==> src/shared/mcsc_pkg.sv <==
// Purpose: Shared constants for the machine-check syndrome capture block
// Assumes: Register bits are numbered 32..63 from the most significant end
// Notes: Bit n of a 32-bit register sits at vector index 63-n

package mcsc_pkg;

  // Special register numbers
  localparam logic [9:0] SPR_ERROR_ADDRESS = 10'h23d;
  localparam logic [9:0] SPR_ERROR_ADDRESS_UPPER = 10'h239;
  localparam logic [9:0] SPR_ERROR_SYNDROME = 10'h2f0;
  localparam logic [9:0] SPR_EXT_PROXY_VECTOR = 10'h2f1;
  localparam logic [9:0] SPR_GUEST_EXT_PROXY_VECTOR = 10'h2f2;

  // Syndrome field positions as vector indices
  localparam int SYN_MC_INPUT_FLAG = 31;
  localparam int SYN_NMI_FLAG = 20;
  localparam int SYN_ADDRESS_VALID_FLAG = 19;
  localparam int SYN_EFFECTIVE_ADDRESS_FLAG = 18;

  // Reset values
  localparam logic [31:0] SYNDROME_RESET = 32'h0000_0000;
  localparam logic [63:0] ADDRESS_RESET = 64'h0000_0000_0000_0000;
  localparam logic [31:0] VECTOR_RESET = 32'h0000_0000;
  localparam logic [63:0] RDATA_RESET = 64'h0000_0000_0000_0000;

  // Access decode result
  typedef enum logic [2:0] {
    MCSC_SEL_NONE = 3'b000,
    MCSC_SEL_SYN = 3'b001,
    MCSC_SEL_ADDR = 3'b010,
    MCSC_SEL_ADDRU = 3'b011,
    MCSC_SEL_EPR = 3'b100,
    MCSC_SEL_GUEST_EXTERNAL_PROXY_VECTOR = 3'b101
  } mcsc_sel_t;

endpackage

==> src/mcsc_sync.sv <==
// Purpose: Two-stage synchroniser for the machine check input pin
// Assumes: Pin is asynchronous to clk_sys
// Notes: First stage is read only by the second stage

`timescale 1ns/1ps

module mcsc_sync
(
  input wire logic clk_sys,
  input wire logic reset,
  input wire logic pin_async,
  output logic pin_sync
);

  logic stage1;

  // Two flops to settle metastability before any logic looks
  always_ff @(posedge clk_sys or posedge reset)
  begin
    if (reset)
    begin
      stage1 <= 1'b0;
      pin_sync <= 1'b0;
    end
    else
    begin
      stage1 <= pin_async;
      pin_sync <= stage1;
    end
  end

endmodule

==> src/mcsc_capture.sv <==
// Purpose: Machine-check syndrome, error address and external proxy vector capture
// Assumes: Special register moves arrive as one-cycle strobes on clk_sys
// Notes: Read data and privilege exception answer one cycle after the strobe

`timescale 1ns/1ps

module mcsc_capture
(
  input wire logic clk_sys,
  input wire logic reset,
  input wire logic mc_pin,
  input wire logic nmi_deliver,
  input wire logic [31:0] err_report_set,
  input wire logic err_addr_valid,
  input wire logic [63:0] err_addr,
  input wire logic err_addr_is_ea,
  input wire logic machine_check_enable,
  input wire logic ext_int_taken,
  input wire logic ext_int_guest,
  input wire logic [31:0] ext_vector,
  input wire logic ext_int_reenabled,
  input wire logic hv_mode,
  input wire logic guest_super,
  input wire logic spr_rd,
  input wire logic spr_wr,
  input wire logic [9:0] spr_num,
  input wire logic [63:0] spr_wdata,
  output logic [63:0] spr_rdata,
  output logic spr_priv_exc,
  output logic mc_irq,
  output logic epr_valid,
  output logic guest_external_proxy_vector_valid
);

  ////////////////////////////////////////////////////////////////////////////
  // State
  logic mc_sync;
  logic [31:0] error_syndrome;
  logic [63:0] error_address;
  logic [31:0] external_proxy_vector;
  logic [31:0] guest_external_proxy_vector;

  mcsc_sync u_sync
  (
    .clk_sys(clk_sys),
    .reset(reset),
    .pin_async(mc_pin),
    .pin_sync(mc_sync)
  );

  ////////////////////////////////////////////////////////////////////////////
  // Access decode
  // Guest supervisor reaches the guest vector through the proxy number
  function automatic mcsc_pkg::mcsc_sel_t decode_spr(input logic [9:0] num,
                                                     input logic guest);
    mcsc_pkg::mcsc_sel_t sel;
    sel = mcsc_pkg::MCSC_SEL_NONE;
    if (num == mcsc_pkg::SPR_ERROR_SYNDROME)
      sel = mcsc_pkg::MCSC_SEL_SYN;
    else if (num == mcsc_pkg::SPR_ERROR_ADDRESS)
      sel = mcsc_pkg::MCSC_SEL_ADDR;
    else if (num == mcsc_pkg::SPR_ERROR_ADDRESS_UPPER)
      sel = mcsc_pkg::MCSC_SEL_ADDRU;
    else if (num == mcsc_pkg::SPR_EXT_PROXY_VECTOR)
      sel = guest ? mcsc_pkg::MCSC_SEL_GUEST_EXTERNAL_PROXY_VECTOR : mcsc_pkg::MCSC_SEL_EPR;
    else if (num == mcsc_pkg::SPR_GUEST_EXT_PROXY_VECTOR)
      sel = mcsc_pkg::MCSC_SEL_GUEST_EXTERNAL_PROXY_VECTOR;
    return sel;
  endfunction

  wire mcsc_pkg::mcsc_sel_t rd_sel = decode_spr(spr_num, guest_super);
  wire mcsc_pkg::mcsc_sel_t wr_sel = decode_spr(spr_num, 1'b0);
  wire guest_epr_num = spr_num == mcsc_pkg::SPR_EXT_PROXY_VECTOR;

  // Reads: hypervisor sees all; guest supervisor only the redirected vector
  wire rd_allowed = hv_mode
    || (guest_super && guest_epr_num && rd_sel == mcsc_pkg::MCSC_SEL_GUEST_EXTERNAL_PROXY_VECTOR);
  wire rd_ok = spr_rd && rd_sel != mcsc_pkg::MCSC_SEL_NONE && rd_allowed;
  wire rd_bad = spr_rd && rd_sel != mcsc_pkg::MCSC_SEL_NONE && !rd_allowed;
  // Guest writes to the proxy number are never redirected
  wire wr_bad = spr_wr && wr_sel != mcsc_pkg::MCSC_SEL_NONE && !hv_mode;
  wire wr_syn = spr_wr && hv_mode && wr_sel == mcsc_pkg::MCSC_SEL_SYN;
  wire wr_guest_external_proxy_vector = spr_wr && hv_mode && wr_sel == mcsc_pkg::MCSC_SEL_GUEST_EXTERNAL_PROXY_VECTOR;

  ////////////////////////////////////////////////////////////////////////////
  // Syndrome set and clear
  // Capture only when no address is held yet
  wire addr_capture = err_addr_valid
    && !error_syndrome[mcsc_pkg::SYN_ADDRESS_VALID_FLAG];

  logic [31:0] hw_set;
  always_comb
  begin
    hw_set = err_report_set;
    hw_set[mcsc_pkg::SYN_MC_INPUT_FLAG] = mc_sync;
    hw_set[mcsc_pkg::SYN_NMI_FLAG] = nmi_deliver;
    hw_set[mcsc_pkg::SYN_ADDRESS_VALID_FLAG] = addr_capture;
    hw_set[mcsc_pkg::SYN_EFFECTIVE_ADDRESS_FLAG] = 1'b0;
  end

  // Clear mask uses the low word of the write data
  wire [31:0] sw_clear = wr_syn ? spr_wdata[31:0] : 32'h0000_0000;

  logic [31:0] next_syndrome;
  always_comb
  begin
    next_syndrome = (error_syndrome & ~sw_clear) | hw_set;
    if (addr_capture)
      next_syndrome[mcsc_pkg::SYN_EFFECTIVE_ADDRESS_FLAG] = err_addr_is_ea;
  end

  // Flags and address share one edge so no stale pairing is visible
  always_ff @(posedge clk_sys or posedge reset)
  begin
    if (reset)
    begin
      error_syndrome <= mcsc_pkg::SYNDROME_RESET;
      error_address <= mcsc_pkg::ADDRESS_RESET;
    end
    else
    begin
      error_syndrome <= next_syndrome;
      if (addr_capture)
        error_address <= err_addr;
    end
  end

  ////////////////////////////////////////////////////////////////////////////
  // Interrupt request
  // Level sensitive: held while any bit stays set, so enabling with
  // leftovers fires at once; the pin bit keeps firing until cleared
  always_ff @(posedge clk_sys or posedge reset)
  begin
    if (reset)
      mc_irq <= 1'b0;
    else
      mc_irq <= machine_check_enable && (|error_syndrome);
  end

  ////////////////////////////////////////////////////////////////////////////
  // External proxy vectors
  // Valid until the controller reports re-enable; a new take wins
  always_ff @(posedge clk_sys or posedge reset)
  begin
    if (reset)
    begin
      external_proxy_vector <= mcsc_pkg::VECTOR_RESET;
      guest_external_proxy_vector <= mcsc_pkg::VECTOR_RESET;
      epr_valid <= 1'b0;
      guest_external_proxy_vector_valid <= 1'b0;
    end
    else
    begin
      if (ext_int_taken && !ext_int_guest)
        external_proxy_vector <= ext_vector;
      if (ext_int_taken && ext_int_guest)
        guest_external_proxy_vector <= ext_vector;
      else if (wr_guest_external_proxy_vector)
        guest_external_proxy_vector <= spr_wdata[31:0];
      epr_valid <= (ext_int_taken && !ext_int_guest)
        || (epr_valid && !ext_int_reenabled);
      guest_external_proxy_vector_valid <= (ext_int_taken && ext_int_guest)
        || (guest_external_proxy_vector_valid && !ext_int_reenabled);
    end
  end

  ////////////////////////////////////////////////////////////////////////////
  // Read data and exception
  // Narrow registers sit in the low bits, the rest read zero
  logic [63:0] rd_mux;
  always_comb
  begin
    case (rd_sel)
      mcsc_pkg::MCSC_SEL_SYN: rd_mux = {32'h0000_0000, error_syndrome};
      mcsc_pkg::MCSC_SEL_ADDR: rd_mux = error_address;
      mcsc_pkg::MCSC_SEL_ADDRU: rd_mux = {32'h0000_0000, error_address[63:32]};
      mcsc_pkg::MCSC_SEL_EPR: rd_mux = {32'h0000_0000, external_proxy_vector};
      mcsc_pkg::MCSC_SEL_GUEST_EXTERNAL_PROXY_VECTOR: rd_mux = {32'h0000_0000, guest_external_proxy_vector};
      default: rd_mux = 64'h0000_0000_0000_0000;
    endcase
  end

  // Read data holds until the next read so slow consumers can sample late
  always_ff @(posedge clk_sys or posedge reset)
  begin
    if (reset)
    begin
      spr_rdata <= mcsc_pkg::RDATA_RESET;
      spr_priv_exc <= 1'b0;
    end
    else
    begin
      if (spr_rd)
        spr_rdata <= rd_ok ? rd_mux : 64'h0000_0000_0000_0000;
      spr_priv_exc <= rd_bad || wr_bad;
    end
  end
endmodule

==> config.mk <==
export PLATFORM = sky130hd
export DESIGN_NAME = mcsc_capture
export DESIGN_NICKNAME = d
export VERILOG_FILES = /design/src/shared/mcsc_pkg.sv /design/src/mcsc_sync.sv /design/src/mcsc_capture.sv
export SDC_FILE = /design/constraint.sdc
export NUM_CORES = 1
export LEC_CHECK = 0
export BUFFER_PORTS_ARGS = -buffer_cell sky130_fd_sc_hd__buf_4
export CORE_UTILIZATION = 58
export CTS_BUF_LIST = sky130_fd_sc_hd__clkbuf_8
export CTS_CLUSTER_SIZE = 12
export DETAILED_ROUTE_END_ITERATION = 7
export GPL_TIMING_DRIVEN = 0
export PLACE_DENSITY = 0.92
export SYNTH_ARGS = -nofsm -noshare
export SYNTH_HDL_FRONTEND = slang
export SYNTH_SLANG_ARGS = --single-unit
==> constraint.sdc <==
create_clock -name clk_sys -period 17.1 [get_ports clk_sys]
set_input_delay 1.71 -clock clk_sys [delete_from_list [all_inputs] [get_ports clk_sys]]
set_output_delay 1.71 -clock clk_sys [all_outputs]
set_load 0.05 [all_outputs]
==> impl_results.md, run 1 <==
- Setup total negative slack: 0 ns
- Syn Nets: 1042
- Post-CTS Resized: 0
- Netlist cell types: 42
- Minimum clock period after layout: between 3 and 4 ns
- Crit share post-route: 0.180
- Die extent in y: 134 µm
- Clock Path Buffers: 3
- CP required: 17.53 ns
- GRT Total Usage: 0.326
- Total number of vias: 8049
- Final Hold Fails: 0
- Clk_lat worst skew: around 0.53 ns
- PwrDens: 103 mW/mm²
- Internal: 967 µW
- NumNets Final: 1329
- Area share of the leading cell type in the synthesized netlist: 0.571
- Post-Syn Instances: 826
- Yosys warns: 0
- Number of DRC markers in iteration 0: 605
- Top fanout value on the critical path: 10
- Max_cap viols: 0
- DRC Markers: 0
- Antenna violations before repair: 0
- Slew Limit Fails: 0
- Layout cell share with drive strength beyond 1: 0.376
- TritonCTS buffer count: 38
- Clk slew on worst S/H paths: roughly 0.050 ns
- Vias per Instance: 5.95
- F_max: 0.324 GHz
- ANT nets after route: 0
- Overall routed net length: 28900 µm
- Leak: 0.00610 µW
- Drt pass-1 iters: 5
- Post-Synthesis Cell Area: 0.0101 mm²
- Fin util: 0.769
- Switch share: 0.274
- Startpoint types: input port
- Reg power frac: 0.518
- Core area: ~0.017 mm²
- Skew final: 0.0219 ns
- FILL cells: 1068
- Combinational power share: 0.159
- Clock share of power: 0.323
- Clk root buf: clkbuf_8
- Pin count of the biggest net entering global routing: 124
- Max IR drop VDD: 57.1 µV
- # Post-CTS Setup Buffers: 0
- N_diodes: 0
- Placement Rows: 47
- Vias in the first global route: just over 8k
- Synth top area cells: dfrtp_1 57%, mux2_2 11%, mux2i_1 6.4%
- Class of the worst hold path: reg -> reg
- Die area: ~0.018 mm²
- Syn Area/Cell: 12.2 µm²
- Initial core utilization: 0.601
- Post-Place Setup Slack: roughly 14 ns
- Die W: 134 µm
- CP Class: in -> reg
- CTS tree: built
- # H-tree levels: 2
- Multi-input logic area: 0.00399 mm²
- Share of the yosys chip area belonging to registers: 0.571
- Post-DP HPWL: 21200 µm
- Clock tree sinks: 230
- Crit. End Element: flip-flop
- Outcome: complete, no violations
- Hold-fix buffers, CTS: 0
- Synth area leader: dfrtp_1
- Worst EP arrival: 3.51 ns
- Gr ovfl total: 0
- Slew of the pin with the lowest slew margin: around 0.84 ns
- Setup-failing EPs final: 0
- Sequential cell area: 0.00576 mm²
- RSZ-0062 raised after global routing: false
- Setup WS post-layout: 14.01 ns
- FF+latch count, synth: 230
- Slew margin rel.: 0.440
- Routability cong.: 0.898
- I/O pin count: 284
- Area growth from synthesis to layout: 27.9%
- First-pass GRT wire length: 44300 µm
- Number of buffers added on ports: 246
- Psw: 365 µW
- Wire per inst: 21.4 µm
==> cell type report <==
type / instances / area share
timing repair buffer: 247 / 0.145
clock inverter: 17 / 0.00583
tap: 220 / 0.0214
inverter: 6 / 0.00233
sequential: 230 / 0.447
buffer: 58 / 0.0236
multi-input combinational: 532 / 0.310
clock buffer: 42 / 0.0449
==> critical path: stages <==
cell,delay [ns]
buf_4,0.12
nor3b_1,0.42
a31oi_2,0.19
nor4_4,0.46
buf_2,0.30
nand2_1,0.11
a31oi_1,0.19
==> placed cells by master, fill, tap and decap left out, types with 28 or more instances in the layout <==
master     count
o21ai_1       34
dfrtp_1      230
clkbuf_8      42
a21o_1        32
a31oi_1       32
nand2_1      101
mux2i_1       64
buf_4        250
mux2_2        97
clkbuf_1      28
a22o_1        32
a22oi_1       32
nor2_1        33
o2bb2ai_1     32
==> Yosys cell counts <==
library cell,count
nor2b_1,4
nor2_1,33
nand2_1,101
o21ai_0,1
buf_6,7
o21ai_2,1
nand4_1,2
o2bb2ai_1,32
a21o_1,32
and2b_1,1
nand3_1,3
inv_2,1
a22o_1,32
o21ai_1,34
and4bb_1,2
a31oi_2,1
inv_1,5
nand3_2,1
or4_4,1
nor4_1,8
nor3b_1,1
a21oi_1,2
nor4_4,2
buf_1,4
or3_1,1
mux2i_1,64
and4_1,1
buf_2,15
o21a_1,1
and2_1,1
a21oi_4,1
a21boi_1,1
a211oi_1,1
mux2_2,97
a22oi_1,32
buf_4,4
a31oi_1,32
dfrtp_1,230
and3_1,3
and3b_1,2
clkbuf_1,28
nand2b_1,1
==> state kept, by name (all words and copies together), names as in the netlist, 32 cells and up <==
name	flops
error_address	64
error_syndrome	32
external_proxy_vector	32
guest_external_proxy_vector	32
spr_rdata	64
==> cell families (layout without fill, tap and decap cells) <==
| family | Yosys count | in the layout | synth area share |
|---|---|---|---|
| buf+inv | 64 | 370 | 0.0324 |
| mux | 161 | 161 | 0.172 |
| flops | 230 | 230 | 0.571 |
| simple gates | 168 | 168 | 0.0768 |
| compound gates | 203 | 203 | 0.148 |
==> metal layers <==
metal | track usage | vias to the layer above | wire (µm)
met2 | 0.512 | 423 | 13500
met1 | 0.442 | 3940 | 11700
met4 | 0.176 | 0 | 1510
li1 | - | 3591 | -
met5 | 0 | - | 0
met3 | 0.0495 | 95 | 2100
==> power groups by stage <==
stage	Sequential (µW)	Combinational, µW	Clock, µW
6_report	689	212	430
5_1_grt	699	228	461
4_1_cts	688	212	434
3_5_place_dp	696	209	0
3_3_place_gp	689	198	0
2_1_floorplan	679	129	0
==> through the flow <==
stage	cell area [µm²]	instances	hold WS, ns	power, µW
after floorplan	10100	826	0.331	808
after global placement	12200	1292	0.332	887
after detailed placement	12200	1293	0.344	905
after CTS	12900	1352	0.356	1330
after global routing	12900	1352	0.359	1390
final	12900	1352	0.358	1330
==> final timing paths <==
path	from	endpoint	depth (start not counted)	slack, ns
min reg2reg	u_sync.stage1	u_sync.pin_sync	0	0.36
min in group asynchronous	reset	error_address[41]	2	1.29
max in group asynchronous	reset	external_proxy_vector[21]	3	14.75
max	spr_num[6]	guest_external_proxy_vector[8]	7	14.01
min	u_sync.stage1	u_sync.pin_sync	0	0.36
max reg2reg	error_syndrome[19]	error_address[2]	4	15.15
Note: power is estimated with default switching activity, not from simulation.
==> inputs of run 2 (changes only) <==
--- a/config.mk
+++ b/config.mk
@@ -6,12 +6,12 @@
 export NUM_CORES = 1
 export LEC_CHECK = 0
 export BUFFER_PORTS_ARGS = -buffer_cell sky130_fd_sc_hd__buf_4
-export CORE_UTILIZATION = 58
+export CORE_UTILIZATION = 49
 export CTS_BUF_LIST = sky130_fd_sc_hd__clkbuf_8
 export CTS_CLUSTER_SIZE = 12
 export DETAILED_ROUTE_END_ITERATION = 7
 export GPL_TIMING_DRIVEN = 0
-export PLACE_DENSITY = 0.92
+export PLACE_DENSITY = 0.83
 export SYNTH_ARGS = -nofsm -noshare
 export SYNTH_HDL_FRONTEND = slang
 export SYNTH_SLANG_ARGS = --single-unit
==> constraint.sdc (replaced) <==
create_clock -name clk_sys -period 2.6 [get_ports clk_sys]
set_input_delay 0.26 -clock clk_sys [delete_from_list [all_inputs] [get_ports clk_sys]]
set_output_delay 0.26 -clock clk_sys [all_outputs]
set_load 0.05 [all_outputs]
==> run 2 against run 1 <==
Against the previous run: non-clock buffer count rose by 148; combinational power grew to 7.7 times the previous value; critical endpoint is now error_address[36]; clock power increased to 8.1 times the previous value; critical path depth is 3 lower; register-to-register slack lost 14 ns; highest routed layer unchanged; sequential power rose to 6.6 times the previous value; cell count grew 16%; via count rose by 10%; largest cell class unchanged; first-iteration DRC count rose by 4.3%; total power increased to 7.3 times the previous value; setup slack worse by 13 ns; largest power group unchanged.
==> impl_results.md, run 2 (synthesized netlist as in run 1, its figures left out) <==
- Outcome: complete, no violations
- Class of the worst hold path: in -> reg
- Cell depth of the worst hold path: 3
- I/O pin count: around 280
- ANT nets after route: 0
- # Post-CTS Setup Buffers: 0
- Crit. End Element: flip-flop
- CP Class: reg -> reg
- Leak: 0.00683 µW
- Antenna violations before repair: 4
- TritonCTS buffer count: 40
- Slew Limit Fails: 0
- DRC Markers: 0
- Setup WS post-layout: 0.667 ns
- Slew margin rel.: 0.390
- Minimum clock period after layout: 1.93 ns
- # H-tree levels: 2
- Fin Hold WS: 0.0156 ns
- First-pass GRT wire length: around 54000 µm
- Layout cell share with drive strength beyond 1: 0.342
- Setup total negative slack: 0 ns
- Post-DP HPWL: 22000 µm
- Area after DPL: 0.0124 mm²
- Total number of vias: approximately 9k
- NumNets Final: 1479
- CP required: 3.01 ns
- Worst EP arrival: 2.34 ns
- Pin count of the biggest net entering global routing: 43
- Setup-failing EPs final: 0
- Final Hold Fails: 0
- Initial core utilization: 0.500
- Clk root buf: clkbuf_8
- Startpoint types: flip-flop
- Clock Path Buffers: 3
- Post-Place Setup Slack: 0.478 ns
- R2r worst-path depth: 4
- Core area: 0.0202 mm²
- Finished Cell Area: ~0.015 mm²
- Area growth from synthesis to layout: 45.6%
- PwrDens: approximately 660 mW/mm²
- Die area: 0.0211 mm²
- Die W: about 150 µm
- Placement Rows: 52
- Clk slew on worst S/H paths: approximately 0.060 ns
- Clk_lat worst skew: 0.54 ns
- Vias per Instance: 5.67
- Number of DRC markers in iteration 0: 631
- Clock tree sinks: between 200 and 250
- Slew of the pin with the lowest slew margin: 0.914 ns
- Regs by FF count: error_address: 64 flops, spr_rdata: 64 flops
- Top fanout value on the critical path: 10
- FILL cells: 1342
- GRT Total Usage: 0.333
- F_max: about 0.52 GHz
- Die extent in y: about 150 µm
- Max IR drop VDD: 384 µV
- Drt pass-1 iters: 6
- RSZ-0062 raised after global routing: false
- Number of buffers added on ports: 246
- Overall routed net length: between 30000 and 40000 µm
- Skew final: 0.0191 ns
- Vias in the first global route: between 9k and 10k
- Max_cap viols: 0
- Wire per inst: 22.1 µm
- Routability cong.: 0.892
- CTS tree: built
- Gr ovfl total: 0
- Crit share post-route: 0.743
- Most common cell after layout, fill and taps aside: buf_4
- Commonest non-fill, non-tap cells in the layout: 250 x buf_4, 230 x dfrtp_1, 143 x dlygate4sd3_1
[run 2: per-stage QoR]
stage | total power, µW | cells | util
global route | 10100 | 1565 | 0.727
floorplan | 5310 | 826 | -
detailed placement | 5950 | 1348 | 0.614
global placement | 5850 | 1342 | 0.608
finish | 9670 | 1565 | 0.727
CTS | 9540 | 1561 | 0.727
[run 2: path summary, 6_finish.rpt]
| path | startpoint | end | slack (ns) |
|---|---|---|---|
| max in group asynchronous | reset | external_proxy_vector[28] | 0.95 |
| max | error_syndrome[19] | error_address[36] | 0.67 |
| min reg2reg | u_sync.stage1 | u_sync.pin_sync | 0.35 |
| max reg2reg | error_syndrome[19] | error_address[36] | 0.67 |
| min | spr_wdata[1] | guest_external_proxy_vector[1] | 0.02 |
| min in group asynchronous | reset | spr_rdata[36] | 0.46 |
[run 2: final cells by class]
type	instances	area [µm²]	share of cell area
Sequential cell	230	5760	0.392
Multi-Input combinational cell	532	3990	0.272
Timing Repair Buffer	395	3400	0.232
Clock buffer	51	702	0.0479
Tap cell	270	338	0.0230
Buffer	58	304	0.0207
Clock inverter	19	138	0.00939
Inverter	6	26.3	0.00179
Antenna cell	4	10.0	0.000683
[run 2: repair_timing]
action,in CTS,in global routing
gates resized for setup,0,0
hold buffers,143,0
hold endpoints to repair,183,0
[run 2: layer usage]
layer / GRT usage / vias up / routed length, µm
met3: 0.0555 / 130 / 2030
li1: - / 3890 / -
met4: 0.187 / 0 / 1870
met2: 0.546 / 451 / 16900
met5: 0 / - / 0
met1: 0.422 / 4402 / 13700
[run 2: power by group]
| part | switching, µW | total, µW | leakage [µW] | internal, µW |
|---|---|---|---|---|
| logic | 725 | 1630 | 0.00362 | 901 |
| registers | 411 | 4560 | 0.00273 | 4150 |
| clock network | 1520 | 3480 | 0.000473 | 1960 |
[run 2: worst max-delay path, stage by stage, from the launching register on]
cell and delay [ns]:
dfrtp_1 0.43, nor2b_1 0.19, buf_1 0.41, buf_2 0.38, mux2_2 0.39
==> inputs of run 3 (changes only) <==
--- a/config.mk
+++ b/config.mk
@@ -6,12 +6,12 @@
 export NUM_CORES = 1
 export LEC_CHECK = 0
 export BUFFER_PORTS_ARGS = -buffer_cell sky130_fd_sc_hd__buf_4
-export CORE_UTILIZATION = 49
+export CORE_UTILIZATION = 54
 export CTS_BUF_LIST = sky130_fd_sc_hd__clkbuf_8
 export CTS_CLUSTER_SIZE = 12
 export DETAILED_ROUTE_END_ITERATION = 7
 export GPL_TIMING_DRIVEN = 0
-export PLACE_DENSITY = 0.83
+export PLACE_DENSITY = 0.86
 export SYNTH_ARGS = -nofsm -noshare
 export SYNTH_HDL_FRONTEND = slang
 export SYNTH_SLANG_ARGS = --single-unit
==> constraint.sdc (replaced) <==
create_clock -name clk_sys -period 1.97 [get_ports clk_sys]
set_input_delay 0.197 -clock clk_sys [delete_from_list [all_inputs] [get_ports clk_sys]]
set_output_delay 0.197 -clock clk_sys [all_outputs]
set_load 0.05 [all_outputs]
==> run 3 against run 2 <==
Against the previous run: the run now ends with DRC left; critical path type is now in -> reg; total power grew 33%; count of clock-buffer cells in the layout up 3; combinational power increased by 36%; register-to-register slack lost 0.52 ns; die area fell by 9.1%; largest cell class unchanged.
==> impl_results.md, run 3 (synthesized netlist as in run 1, its figures left out) <==
- Clock tree sinks: 230
- Max_cap viols: 0
- PwrDens: 850 mW/mm²
- Met3 GRT Util: 0.0787
- Gr ovfl total: 0
- Crit share post-route: 0.989
- Clk slew on worst S/H paths: ~0.07 ns
- Placement Rows: 49
- Slew of the pin with the lowest slew margin: 0.874 ns
- Total number of vias: 9594
- DRC Markers: 33
- Number of DRC markers in iteration 0: 807
- Die W: approximately 140 µm
- # H-tree levels: 2
- First-pass GRT wire length: 57700 µm
- Initial core utilization: 0.555
- Vias in the first global route: 10.1k
- R2r worst-path depth: 4
- Most common cell after layout, fill and taps aside: buf_4
- Setup total negative slack: 0 ns
- Clk root buf: clkbuf_8
- Overall routed net length: 37700 µm
- Grt met1 use: 0.467
- Routability cong.: 0.881
- Die area: 0.0192 mm²
- CP Class: in -> reg
- Psw: 3610 µW
- ANT nets after route: 0
- Number of buffers added on ports: 246
- Commonest non-fill, non-tap cells in the layout: 253 x buf_4, 230 x dfrtp_1, 192 x dlygate4sd3_1
- Placed Cells: 1307
- Class of the worst hold path: in -> reg
- CTS tree: built
- Fin util: 0.833
- Cell depth of the worst hold path: 4
- FILL cells: 886
- Outcome: finished with violations
- Vias per Instance: 6.10
- CP required: 2.40 ns
- Switch share: 0.281
- NumNets Final: 1528
- Fin cells: 1572
- Layout cell share with drive strength beyond 1: 0.333
- GRT Total Usage: 0.399
- Slew margin rel.: 0.416
- Drt pass-1 iters: 8
- Worst EP arrival: approximately 2.4 ns
- Pin count of the biggest net entering global routing: 43
- Antenna violations before repair: 3
- Post-DP HPWL: 21700 µm
- Startpoint types: input port
- Top fanout value on the critical path: 10
- Setup-failing EPs final: 0
- TritonCTS buffer count: 39
- Failing checks: DRC
- Fin Hold WS: around 0.14 ns
- Met2 GRT Util: 0.671
- I/O pin count: 284
- Leak: between 0.006 and 0.007 µW
- Reg power frac: 0.471
- Clk_lat worst skew: 0.55 ns
- Core area: between 0.015 and 0.02 mm²
- Regs by FF count: error_address: 64 flops, spr_rdata: 64 flops
- F_max: 0.513 GHz
- Die extent in y: 139 µm
- Area growth from synthesis to layout: 50.1%
- Slew Limit Fails: 0
- Internal: 9250 µW
- Clock Path Buffers: 3
- Clock share of power: 0.356
- Combinational power share: 0.173
- Minimum clock period after layout: slightly below 2 ns
- Final Hold Fails: 0
- Most used routing layer: met2
- Total chip power: 12900 µW
- Wire per inst: 24.0 µm
- Crit. End Element: flip-flop
- Max IR drop VDD: 517 µV
- Skew final: 0.0266 ns
==> run 3: changes by cell type in the layout (fill, tap and decap cells not counted), moves of 2 or more <==
cell,change
buf_2,-3
buf_4,+3
clkbuf_8,+3
clkinv_2,+3
clkinvlp_4,-2
dlygate4sd3_1,+49
inv_1,-5
==> run 3: worst max-delay path: stages <==
cell	delay, ns
buf_6	0.12
and4bb_1	0.32
nand3_2	0.15
nor4_4	0.30
buf_4	0.20
clkbuf_4	0.21
nand2_1	0.11
a21o_1	0.20
dlygate4sd3_1	0.55
==> run 3: timing repair <==
action	4_1_cts	5_1_grt
hold buffers	192	0
gates resized for setup	0	7
endpoints found under the setup margin	0	68
setup buffers	0	1
hold endpoints to repair	200	0
==> run 3: path summary, 6_finish.rpt <==
kind                                         start                        to  slack (ns)
min in group asynchronous                    reset             spr_rdata[46]        0.40
worst min register to register       u_sync.stage1           u_sync.pin_sync        0.37
worst min-delay path                        spr_rd             spr_rdata[31]        0.14
max in group asynchronous                    reset  external_proxy_vector[8]        0.22
worst max-delay path                    spr_num[2]        error_syndrome[24]        0.02
worst max register to register  error_syndrome[19]          error_address[1]        0.15
==> run 3: stage by stage <==
step,worst slack (ns),area (µm²)
after global placement,-2.43,12200
after CTS,0.0232,15100
after global routing,-0.0172,15100
after floorplan,-1.23,10100
final,0.0208,15100
after detailed placement,-0.0454,12300
==> run 3: area by class of cell <==
type                    instances  area [µm²]  share of cell area
flip-flops and latches        230        5760               0.381
multi-input cells             532        4000               0.264
repair buffers                445        3900               0.258
clock buffers                  54         743              0.0492
plain buffers                  58         313              0.0207
well taps                     229         287              0.0190
clock inverters                13        80.1             0.00530
inverters                       6        26.3             0.00174
diodes                          5        12.5            0.000828
==> run 3: metal layers <==
layer  part of all wire  up-vias
li1                   -     3999
met1               0.37     4733
met2               0.48      634
met3              0.075      228
met4              0.075        0
met5                  0        -
==> run 3: power groups by stage <==
stage | sequential (µW) | combinational [µW] | clock (µW)
finish | 6050 | 2220 | 4580
global route | 6120 | 2360 | 4780
CTS | 5960 | 2100 | 4480
detailed placement | 6040 | 1830 | 0
global placement | 5990 | 1720 | 0
floorplan | 5890 | 1120 | 0
